[src/common/rss_pkg.sv]
// reset source sequencer package: state codes, timing and fetch addresses
// assumes nothing beyond a synthesizable sv toolchain
package rss_pkg;
    localparam int CLK_MHZ = 125;
    localparam int CLK_PER_INST = 4;          // instruction cycle is four main clocks
    localparam int SHORT_RESET_INST = 4;      // internal reset length in instruction cycles
    localparam int SHORT_RESET_CYC = SHORT_RESET_INST * CLK_PER_INST;
    localparam int TBT_WIDTH = 18;            // timebase timer width
    localparam int TBT_SEL_BIT = 17;          // overflow bit ending the stabilization wait
    localparam logic [15:0] MODE_ADDR = 16'hFFFD;
    localparam logic [15:0] VEC_HI_ADDR = 16'hFFFE;
    localparam logic [15:0] VEC_LO_ADDR = 16'hFFFF;
    localparam logic [7:0] MODE_SINGLE_CHIP = 8'h00;

    typedef enum logic [6:0]
    {
        RSS_POR_WAIT = 7'h01, // power-on stabilization reset
        RSS_STAB = 7'h02,     // stabilization reset from stop mode
        RSS_PIN_HOLD = 7'h04, // held by the pin
        RSS_SHORT = 7'h08,    // four-instruction internal reset
        RSS_FETCH_MODE = 7'h10,
        RSS_FETCH_VEC = 7'h20,
        RSS_RUN = 7'h40
    } rss_state_type;
endpackage : rss_pkg

[src/rtl/rss_fetch.sv]
// mode fetch unit: reads mode byte, then vector high and low, then issues the start address
// assumes rom data returns one cycle after the address is presented
`timescale 1ns/1ps
module rss_fetch
(
    input wire logic clk,
    input wire logic sys_rst,
    input wire logic start,
    input wire logic [7:0] rom_data,
    output logic [15:0] rom_addr,
    output logic rom_rd,
    output logic [7:0] mode_byte,
    output logic [15:0] start_pc,
    output logic mode_read,
    output logic done
);
    typedef struct packed
    {
        logic [2:0] step;
        logic [15:0] addr;
        logic rd;
        logic [7:0] mode;
        logic [15:0] pc;
        logic mode_read;
        logic done;
    } rss_fch_type;
    rss_fch_type st;
    rss_fch_type next_st;

    // step 1 mode, 2 vector high, 3 vector low, 4 capture low
    always_comb
    begin
        next_st = st;
        next_st.rd = 1'b0;
        if (start)
        begin
            next_st = '0;
            next_st.step = 3'h1;
            next_st.addr = rss_pkg::MODE_ADDR;
            next_st.rd = 1'b1;
        end
        else
        begin
            unique case (st.step)
                3'h1:
                begin
                    next_st.step = 3'h2;
                    next_st.addr = rss_pkg::VEC_HI_ADDR;
                    next_st.rd = 1'b1;
                end
                3'h2:
                begin
                    next_st.mode = rom_data;
                    next_st.mode_read = 1'b1;
                    next_st.step = 3'h3;
                    next_st.addr = rss_pkg::VEC_LO_ADDR;
                    next_st.rd = 1'b1;
                end
                3'h3:
                begin
                    next_st.pc[15:8] = rom_data;
                    next_st.step = 3'h4;
                end
                3'h4:
                begin
                    next_st.pc[7:0] = rom_data;
                    next_st.step = 3'h0;
                    next_st.done = 1'b1;
                end
                default:
                    next_st.step = 3'h0;
            endcase
        end
    end

    always_ff @(posedge clk or posedge sys_rst)
    begin
        if (sys_rst)
            st <= '0;
        else
            st <= next_st;
    end

    assign rom_addr = st.addr;
    assign rom_rd = st.rd;
    assign mode_byte = st.mode;
    assign start_pc = st.pc;
    assign mode_read = st.mode_read;
    assign done = st.done;
endmodule : rss_fetch

[src/rtl/rss_reset_sequencer.sv]
// reset source sequencer: merges pin, software, watchdog and power-on resets,
// inserts the stabilization wait, drives the reset pin low and runs the mode fetch
// assumes pin and request inputs are synchronous to clk and clk runs during reset
// How it works
// - low pin holds external reset; high pin releases the cpu
// - software reset bit written zero gives a four-instruction reset, no wait
// - watchdog overflow gives a four-instruction reset, no wait
// - with power-on option, power-up waits the stabilization delay before sequencing
// - without power-on option, no stabilization delay; reset held while pin low
// - pin reset in stop mode waits delay, then waits for pin release
// - pin reset while clock runs starts sequence at release, no delay
// - every reset ends in run mode; stopped-clock reset enters stabilization state
// - reset-output option drives pin low during delay and short resets
// - pin reset accepted asynchronously; completion still needs clock edges
// - fetch mode byte, then vector high and low, start at vector
// - stabilization delay is timed by the timebase timer
// - ram kept across non-power-on resets; write at pin reset may corrupt
// - i/o pins go high impedance while the mode byte is read
// - i/o pins stay high impedance until software reconfigures them
// - delay counts up from a cleared timer and ends at selected overflow bit
`timescale 1ns/1ps
module rss_reset_sequencer #(
    parameter bit HAS_POR = 1'b1,
    parameter bit HAS_RST_OUT = 1'b1,
    parameter int TBT_WIDTH = rss_pkg::TBT_WIDTH,
    parameter int TBT_SEL_BIT = rss_pkg::TBT_SEL_BIT
)
(
    input wire logic clk,
    input wire logic sys_rst,
    input wire logic rst_pin_n_in,
    output logic rst_pin_out,
    output logic rst_pin_oe,
    input wire logic soft_reset_write,
    input wire logic soft_reset_bit,
    input wire logic watchdog_overflow,
    input wire logic stop_mode,
    input wire logic io_config_write,
    input wire logic [7:0] rom_data,
    output logic [15:0] rom_addr,
    output logic rom_rd,
    output logic internal_reset,
    output logic cpu_run,
    output logic [15:0] start_pc,
    output logic [7:0] mode_byte,
    output logic io_hiz,
    output logic ram_clear_req,
    output logic ram_write_block
);
    typedef struct packed
    {
        rss_pkg::rss_state_type state;
        logic [4:0] short_cnt;
        logic io_hiz;
        logic ram_clear;
        logic drive_low;
    } rss_top_type;
    rss_top_type st;
    rss_top_type next_st;

    logic pin_low;
    logic soft_req;
    logic tmr_clear;
    logic tmr_done;
    logic fetch_start;
    logic fetch_done;
    logic fetch_mode_read;

    // pin taken asynchronously
    // the pin reaches the sequencer combinationally so a low level acts even between edges;
    // our own pull-down is masked, else a short reset would turn itself into a pin reset
    // limitation: an outside pull that overlaps our own drive is seen only once ours ends
    assign pin_low = !rst_pin_n_in && !st.drive_low;
    assign soft_req = soft_reset_write && !soft_reset_bit;

    rss_stab_timer #(
        .WIDTH(TBT_WIDTH),
        .SEL_BIT(TBT_SEL_BIT)
    ) u_timer (
        .clk(clk),
        .sys_rst(sys_rst),
        .clear(tmr_clear),
        .done(tmr_done)
    );

    rss_fetch u_fetch (
        .clk(clk),
        .sys_rst(sys_rst),
        .start(fetch_start),
        .rom_data(rom_data),
        .rom_addr(rom_addr),
        .rom_rd(rom_rd),
        .mode_byte(mode_byte),
        .start_pc(start_pc),
        .mode_read(fetch_mode_read),
        .done(fetch_done)
    );

    // sequencing of the reset sources, priority: pin, watchdog, software
    always_comb
    begin
        next_st = st;
        tmr_clear = 1'b0;
        fetch_start = 1'b0;
        unique case (st.state)
            rss_pkg::RSS_POR_WAIT:
            begin
                if (!HAS_POR)
                    next_st.state = pin_low ? rss_pkg::RSS_PIN_HOLD : rss_pkg::RSS_FETCH_MODE;
                // wait release after delay
                // our own pull must end first, else the masked pin would hide an outside hold
                else if (tmr_done && !st.drive_low && !pin_low)
                    next_st.state = rss_pkg::RSS_FETCH_MODE;
            end
            rss_pkg::RSS_STAB:
            begin
                // same release wait after the stop-mode delay
                if (tmr_done && !st.drive_low && !pin_low)
                    next_st.state = rss_pkg::RSS_FETCH_MODE;
            end
            rss_pkg::RSS_PIN_HOLD:
            begin
                if (!pin_low)
                    next_st.state = rss_pkg::RSS_FETCH_MODE;
            end
            rss_pkg::RSS_SHORT:
            begin
                next_st.short_cnt = st.short_cnt - 1'b1;
                if (st.short_cnt == 5'h01)
                    next_st.state = rss_pkg::RSS_FETCH_MODE;
            end
            rss_pkg::RSS_FETCH_MODE:
            begin
                fetch_start = 1'b1;
                next_st.state = rss_pkg::RSS_FETCH_VEC;
            end
            rss_pkg::RSS_FETCH_VEC:
            begin
                if (fetch_done)
                begin
                    next_st.state = rss_pkg::RSS_RUN;
                    next_st.ram_clear = 1'b0;
                end
            end
            rss_pkg::RSS_RUN:
            begin
                next_st.state = rss_pkg::RSS_RUN;
            end
        endcase
        // a low pin overrides every state but the two delay states; watchdog and software act only in run
        if (pin_low && st.state != rss_pkg::RSS_POR_WAIT && st.state != rss_pkg::RSS_STAB)
        begin
            if (HAS_POR && stop_mode && st.state == rss_pkg::RSS_RUN)
            begin
                next_st.state = rss_pkg::RSS_STAB;
                tmr_clear = 1'b1;
            end
            else
                next_st.state = rss_pkg::RSS_PIN_HOLD;
        end
        else if ((watchdog_overflow || soft_req) && st.state == rss_pkg::RSS_RUN)
        begin
            next_st.state = rss_pkg::RSS_SHORT;
            next_st.short_cnt = 5'(rss_pkg::SHORT_RESET_CYC);
        end
        if (next_st.state != rss_pkg::RSS_RUN)
            next_st.io_hiz = 1'b1;
        else if (io_config_write)
            next_st.io_hiz = 1'b0;
        next_st.drive_low = HAS_RST_OUT && (next_st.state == rss_pkg::RSS_SHORT
            || ((next_st.state == rss_pkg::RSS_POR_WAIT || next_st.state == rss_pkg::RSS_STAB)
            && !tmr_done));
    end

    // timer cleared at power-on
    // the timer also leaves reset cleared, so power-on counting starts at zero
    always_ff @(posedge clk or posedge sys_rst)
    begin
        if (sys_rst)
        begin
            st.state <= rss_pkg::RSS_POR_WAIT;
            st.short_cnt <= '0;
            st.io_hiz <= 1'b1;
            st.ram_clear <= 1'b1;
            st.drive_low <= 1'b0;
        end
        else
            st <= next_st;
    end

    assign internal_reset = (st.state != rss_pkg::RSS_RUN) || pin_low;
    assign cpu_run = !internal_reset;
    assign rst_pin_out = 1'b0;            // open drain, only ever pulls low
    assign rst_pin_oe = st.drive_low;
    assign io_hiz = st.io_hiz;
    // ram preserve
    // only power-on asks ram clear; writes are blocked while the pin is low and our own pull-down is off
    assign ram_clear_req = st.ram_clear && HAS_POR;
    assign ram_write_block = pin_low;

    AST_SHORT_DRIVES_PIN: assert property (@(posedge clk) disable iff (sys_rst)
        (st.state == rss_pkg::RSS_SHORT) |-> (rst_pin_oe == HAS_RST_OUT))
        else $error("pin not driven in short reset");
    AST_SOFT_SHORT: assert property (@(posedge clk) disable iff (sys_rst)
        (st.state == rss_pkg::RSS_RUN && soft_req && !pin_low && !watchdog_overflow)
        |=> (st.state == rss_pkg::RSS_SHORT)[*8] ##1 (st.state == rss_pkg::RSS_SHORT)[*8]
        ##1 (st.state == rss_pkg::RSS_FETCH_MODE))
        else $error("software reset length wrong");
    AST_WDT_SHORT: assert property (@(posedge clk) disable iff (sys_rst)
        (st.state == rss_pkg::RSS_RUN && watchdog_overflow && !pin_low)
        |=> st.state == rss_pkg::RSS_SHORT)
        else $error("watchdog reset not taken");
    AST_PIN_HOLDS: assert property (@(posedge clk) disable iff (sys_rst)
        !rst_pin_n_in |-> internal_reset)
        else $error("cpu released while pin low");
    AST_RUN_PIN_NO_DELAY: assert property (@(posedge clk) disable iff (sys_rst)
        (st.state == rss_pkg::RSS_RUN && pin_low && !stop_mode)
        |=> st.state == rss_pkg::RSS_PIN_HOLD)
        else $error("pin reset in run took a delay");
    AST_STAB_WAITS_PIN: assert property (@(posedge clk) disable iff (sys_rst)
        (st.state == rss_pkg::RSS_STAB && pin_low) |=> st.state == rss_pkg::RSS_STAB)
        else $error("stabilization left while pin low");
    AST_FETCH_ORDER: assert property (@(posedge clk) disable iff (sys_rst)
        (rom_rd && rom_addr == rss_pkg::MODE_ADDR)
        |=> (rom_rd && rom_addr == rss_pkg::VEC_HI_ADDR)
        ##1 (rom_rd && rom_addr == rss_pkg::VEC_LO_ADDR))
        else $error("fetch order wrong");
    AST_IO_HIZ_IN_RESET: assert property (@(posedge clk) disable iff (sys_rst)
        (st.state != rss_pkg::RSS_RUN && !$past(st.state == rss_pkg::RSS_RUN)) |-> io_hiz)
        else $error("io not floating in reset");
    AST_RUN_ONLY_IDLE_FREE: assert property (@(posedge clk) disable iff (sys_rst)
        cpu_run |-> st.state == rss_pkg::RSS_RUN && !pin_low)
        else $error("cpu running during reset");

    AST_POR_DRIVES_PIN: assert property (@(posedge clk) disable iff (sys_rst)
        (HAS_POR && st.state == rss_pkg::RSS_POR_WAIT && !tmr_done)
        |=> (rst_pin_oe == HAS_RST_OUT))
        else $error("pin not driven in power-on delay");

    AST_SHORT_NO_WAIT: assert property (@(posedge clk) disable iff (sys_rst)
        (st.state == rss_pkg::RSS_SHORT)
        |=> (st.state != rss_pkg::RSS_STAB && st.state != rss_pkg::RSS_POR_WAIT))
        else $error("short reset took a stabilization wait");

    AST_STOP_PIN_STAB: assert property (@(posedge clk) disable iff (sys_rst)
        (HAS_POR && st.state == rss_pkg::RSS_RUN && pin_low && stop_mode)
        |=> (st.state == rss_pkg::RSS_STAB && !tmr_done))
        else $error("stop-mode pin reset skipped the delay");

    AST_IO_HIZ_HOLDS: assert property (@(posedge clk) disable iff (sys_rst)
        (io_hiz && !io_config_write) |=> io_hiz)
        else $error("io left floating state without reconfiguration");

    AST_RAM_CLEAR_POR_ONLY: assert property (@(posedge clk) disable iff (sys_rst)
        (st.state == rss_pkg::RSS_RUN) |-> !ram_clear_req)
        else $error("ram clear asked after power-on");

    // main paths the bench is expected to reach
    COV_SOFT: cover property (@(posedge clk) disable iff (sys_rst)
        st.state == rss_pkg::RSS_SHORT ##1 st.state == rss_pkg::RSS_FETCH_MODE);
    COV_STAB: cover property (@(posedge clk) disable iff (sys_rst)
        st.state == rss_pkg::RSS_STAB ##1 st.state == rss_pkg::RSS_FETCH_MODE);
    COV_RUN: cover property (@(posedge clk) disable iff (sys_rst)
        st.state == rss_pkg::RSS_FETCH_VEC ##1 st.state == rss_pkg::RSS_RUN);
    COV_PIN: cover property (@(posedge clk) disable iff (sys_rst)
        st.state == rss_pkg::RSS_PIN_HOLD ##1 st.state == rss_pkg::RSS_FETCH_MODE);
    COV_STAB_LATE_PIN: cover property (@(posedge clk) disable iff (sys_rst)
        st.state == rss_pkg::RSS_STAB && tmr_done && pin_low);
endmodule : rss_reset_sequencer

[src/rtl/rss_stab_timer.sv]
// stabilization timer: a cleared timebase counter that flags overflow at a chosen bit
// assumes the main clock keeps toggling while it counts
`timescale 1ns/1ps
module rss_stab_timer #(
    parameter int WIDTH = rss_pkg::TBT_WIDTH,
    parameter int SEL_BIT = rss_pkg::TBT_SEL_BIT
)
(
    input wire logic clk,
    input wire logic sys_rst,
    input wire logic clear,
    output logic done
);
    typedef struct packed
    {
        logic [WIDTH-1:0] count;
        logic done;
    } rss_tmr_type;
    rss_tmr_type st;
    rss_tmr_type next_st;

    // count from cleared state, stop once the selected bit sets
    always_comb
    begin
        next_st = st;
        if (clear)
        begin
            next_st.count = '0;
            next_st.done = 1'b0;
        end
        else if (!st.done)
        begin
            next_st.count = st.count + 1'b1;
            next_st.done = next_st.count[SEL_BIT];
        end
    end

    always_ff @(posedge clk or posedge sys_rst)
    begin
        if (sys_rst)
            st <= '0;
        else
            st <= next_st;
    end

    assign done = st.done;
endmodule : rss_stab_timer

[config.mk]
export PLATFORM = sky130hd
export DESIGN_NAME = rss_reset_sequencer
export DESIGN_NICKNAME = d
export VERILOG_FILES = /design/src/common/rss_pkg.sv /design/src/rtl/rss_fetch.sv /design/src/rtl/rss_reset_sequencer.sv /design/src/rtl/rss_stab_timer.sv
export SDC_FILE = /design/constraint.sdc
export NUM_CORES = 1
export LEC_CHECK = 0
export BUFFER_PORTS_ARGS = -buffer_cell sky130_fd_sc_hd__clkbuf_2
export CAP_MARGIN = 40
export CORE_MARGIN = 10
export CORE_UTILIZATION = 51
export CTS_BUF_LIST = sky130_fd_sc_hd__clkbuf_16
export DETAILED_ROUTE_END_ITERATION = 16
export GPL_TIMING_DRIVEN = 0
export PLACE_DENSITY = 0.71
export SETUP_SLACK_MARGIN = 0.05
export SLEW_MARGIN = 20
export SYNTH_ARGS = -nofsm -noshare
export SYNTH_HDL_FRONTEND = slang
export SYNTH_SLANG_ARGS = --single-unit
[constraint.sdc]
create_clock -name clk -period 7.3 [get_ports clk]
set_clock_uncertainty 0.1 [all_clocks]
set_input_delay 1.46 -clock clk [delete_from_list [all_inputs] [get_ports clk]]
set_output_delay 1.46 -clock clk [all_outputs]
set_load 0.1 [all_outputs]
==> results.toml <==
[floorplan]
die_w_um = 103
io_pins = 64
die_area_mm2 = 0.0106
start_util_pct = 52.1
coreArea_mm2 = 0.00676
row_count = 30
die_height_um = 103

[sta]
drv_slew = 0
whs_ns = 0.405
final_hold_viol_count = 0
period_needed_ns = 4.71
relSlewSlack_pct = 52.0
setup_tns_ns = 0
finalSetupViolCount = 0
max_freq_mhz = 212
fin_crit_sh_pct = 64.6
worst_slew_pin_slew_ns = 0.721
rsz0062_at_grt = "no"

[synthesis]
avgSynthCellArea_um2 = 9.73
synth_edf_count = 0
synth_top_flop_cell = "dfrtp_1"
yosys-top-cells-area = "dfrtp_1, buf_4, mux2i_1"
ys_seq_elements = 66
ys.warnings.count = 0
async_flop_share_pct = 100
ys_seq_area_share_pct = 47.0
synth_nets = 381
synth.top_cell.area_share_pct = 44.8
synth_area_mm2 = 0.00352
syn_inst = 362
yosysUniqueCellTypes = 50
synth.largest_area_cell = "dfrtp_1"

[critical_path]
worstPathRequired_ns = 5.74
crit_path_max_fanout = 8
worst-setup-path-type = "in -> out"
r2r-start = "st[11]"
start_kind = "input port"
cp.arrival_ns = 3.15
worstSetupEndpoint = "cpu_run"
startpoint = "rst_pin_n_in"
reg2reg_slack_ns = 4.54
end_kind = "output port"
rr_worst_depth = 6
r2r_end = "u_fetch.mode_byte[7]"

[route]
routedWlPerCell_um = 14.2
drc = 0
vias = 2626
drt_pass1_iterations = 4
drtAntennaViolNets = 0
via_per_inst = 5.04
drt_wl_total_mm = 7.39
dr.first_iter.drc_count = 115

[clocking]
numCtsBuffers = 9
clockRootBuffer = "clkbuf_16"
ctsHoldBuffers = 0
cts_htree_levels = 3
cts.sinks = 66
clk_pin_slew_worst_paths_ns = 0.05
clk_path_buf_depth = 2
cts_setup_buffers = 0
postCtsResizedCells = 0
cts_tree = "yes"
worstSkewPairLatency_ns = 0.32

[global_routing]
globalRouteOverflowTotal = 0
grt_first_pass_wirelength_mm = 12.5
grt_max_degree = 49
grt_usage_pct = 14.9
grt_pass1_vias = 2710
grt_antenna_before_repair = 0

[finish]
area_growth_pct = 20.5
drive_above_1_share_pct = 31.1
final_area_mm2 = 0.00424
layout_common_cells = "nor2_1, dfrtp_1, clkbuf_2, buf_4, mux2i_1"
fillCellCount = 590
layout_commonest_cell = "nor2_1"
stdcell_count = 521
final_nets = 455
diodes = 0

[pwr]
power_density_mw_per_mm2 = 474
seqPwrFrac_pct = 27.1
p_total_mw = 2.01
clkPwrFrac_pct = 19.9
cellInternalPower_mw = 1.01
power_leakage_nw = 2.05
p_sw_mw = 0.997
power_frac_comb_pct = 53.0
peakVddDrop_mv = 0.468
switching_share_pct = 49.6

[placed_design]
dp_cells = 505
hpwl_mm = 5.56
portBuffers = 62
placed_cell_area_mm2 = 0.00396
gp_congestion = 0.861

[worst_hold_path]
hold_class = "reg -> reg"

[job]
drv_cap = 0

[status]
status = "finished, final reports clean"
## synthesized netlist by cell type (3+ instances only)
cell type,n
dfrtp_1,63
nand2b_1,5
o21ai_0,7
a21o_1,4
nand2_1,12
and3_1,3
ha_1,3
clkbuf_1,9
xor2_1,14
or3_1,5
nor3_1,4
or4_1,4
nor2b_1,4
mux2i_1,25
a21oi_1,10
nor3b_1,3
nor2_1,65
nor4_1,3
nand3_1,10
buf_2,6
a31oi_1,3
dfstp_2,3
nand4_1,4
buf_4,41
xnor2_1,10
inv_1,11
## registers in the layout, indices dropped and copies added (netlist names)
signal,cells
u_fetch.mode_byte,8
u_fetch.start_pc,16
u_timer.st,18
u_fetch.rom_rd,1
st,12
rst_pin_oe,1
u_fetch.rom_addr,3
u_fetch.st,3
io_hiz,1
u_fetch.done,1
u_timer.done,1
ram_clear_req,1
## cell families (layout without fill, tap and decap cells)
family | count (synthesis) | count (layout) | synth area share [%]
multiplexers | 26 | 26 | 7.43
AO/OA/AOI/OAI | 36 | 36 | 6.93
buffers and inverters | 69 | 148 | 11.9
other | 1 | 1 | 0.107
flip-flops | 66 | 66 | 47.0
AND/OR/NAND/NOR | 137 | 137 | 19.5
adder cells (fa/ha/maj) | 3 | 3 | 1.07
XOR/XNOR | 24 | 24 | 5.97
## critical path, stage by stage
cell and delay (ns):
clkbuf_2 0.10, or2_2 0.10, clkbuf_1 0.35, inv_1 0.17, or4_4 0.46, inv_1 0.07, clkbuf_2 0.44
## how the worst min path moves through the flow
stage / from / end / slack, ns / depth (start not counted)
2_1_floorplan: u_fetch.rom_addr[0] / u_fetch.rom_addr[0] / 0.35 / 1
3_3_place_gp: u_fetch.rom_addr[0] / u_fetch.rom_addr[0] / 0.37 / 1
3_5_place_dp: ram_clear_req / ram_clear_req / 0.39 / 1
4_1_cts: ram_clear_req / ram_clear_req / 0.40 / 1
5_1_grt: ram_clear_req / ram_clear_req / 0.41 / 1
6_report: u_fetch.rom_addr[1] / u_fetch.rom_addr[1] / 0.40 / 2
## stage by stage
| step | util, % | setup WS, ns |
|---|---|---|
| after floorplan | - | 2.01 |
| after global placement | 58.2 | 2.63 |
| after detailed placement | 58.6 | 2.61 |
| after CTS | 62.8 | 2.60 |
| after global routing | 62.8 | 2.43 |
| final | 62.8 | 2.59 |
## area by class of cell
| type | count | area [µm²] | area share, % |
|---|---|---|---|
| Sequential cell | 66 | 1660 | 39.0 |
| Multi-Input combinational cell | 227 | 1450 | 34.1 |
| Buffer | 58 | 379 | 8.94 |
| Timing Repair Buffer | 63 | 338 | 7.96 |
| Clock buffer | 9 | 225 | 5.31 |
| Tap cell | 80 | 100 | 2.36 |
| Clock inverter | 7 | 55.1 | 1.30 |
| Inverter | 11 | 43.8 | 1.03 |
## power groups by stage
stage | Sequential (mW) | Combinational [mW] | Clock [mW]
floorplan | 0.551 | 0.914 | 0
global placement | 0.543 | 1.06 | 0
detailed placement | 0.548 | 1.08 | 0
CTS | 0.544 | 1.08 | 0.411
global route | 0.557 | 1.14 | 0.430
finish | 0.544 | 1.07 | 0.401
## routing by layer
| layer | vias up | global-route usage (%) | wire (µm) |
|---|---|---|---|
| li1 | 1326 | - | - |
| met1 | 1246 | 17.3 | 3250 |
| met2 | 48 | 25.2 | 3690 |
| met3 | 6 | 4.49 | 376 |
| met4 | 0 | 5.45 | 76 |
| met5 | - | 0 | 0 |
Note: power is estimated with default switching activity, not from simulation.
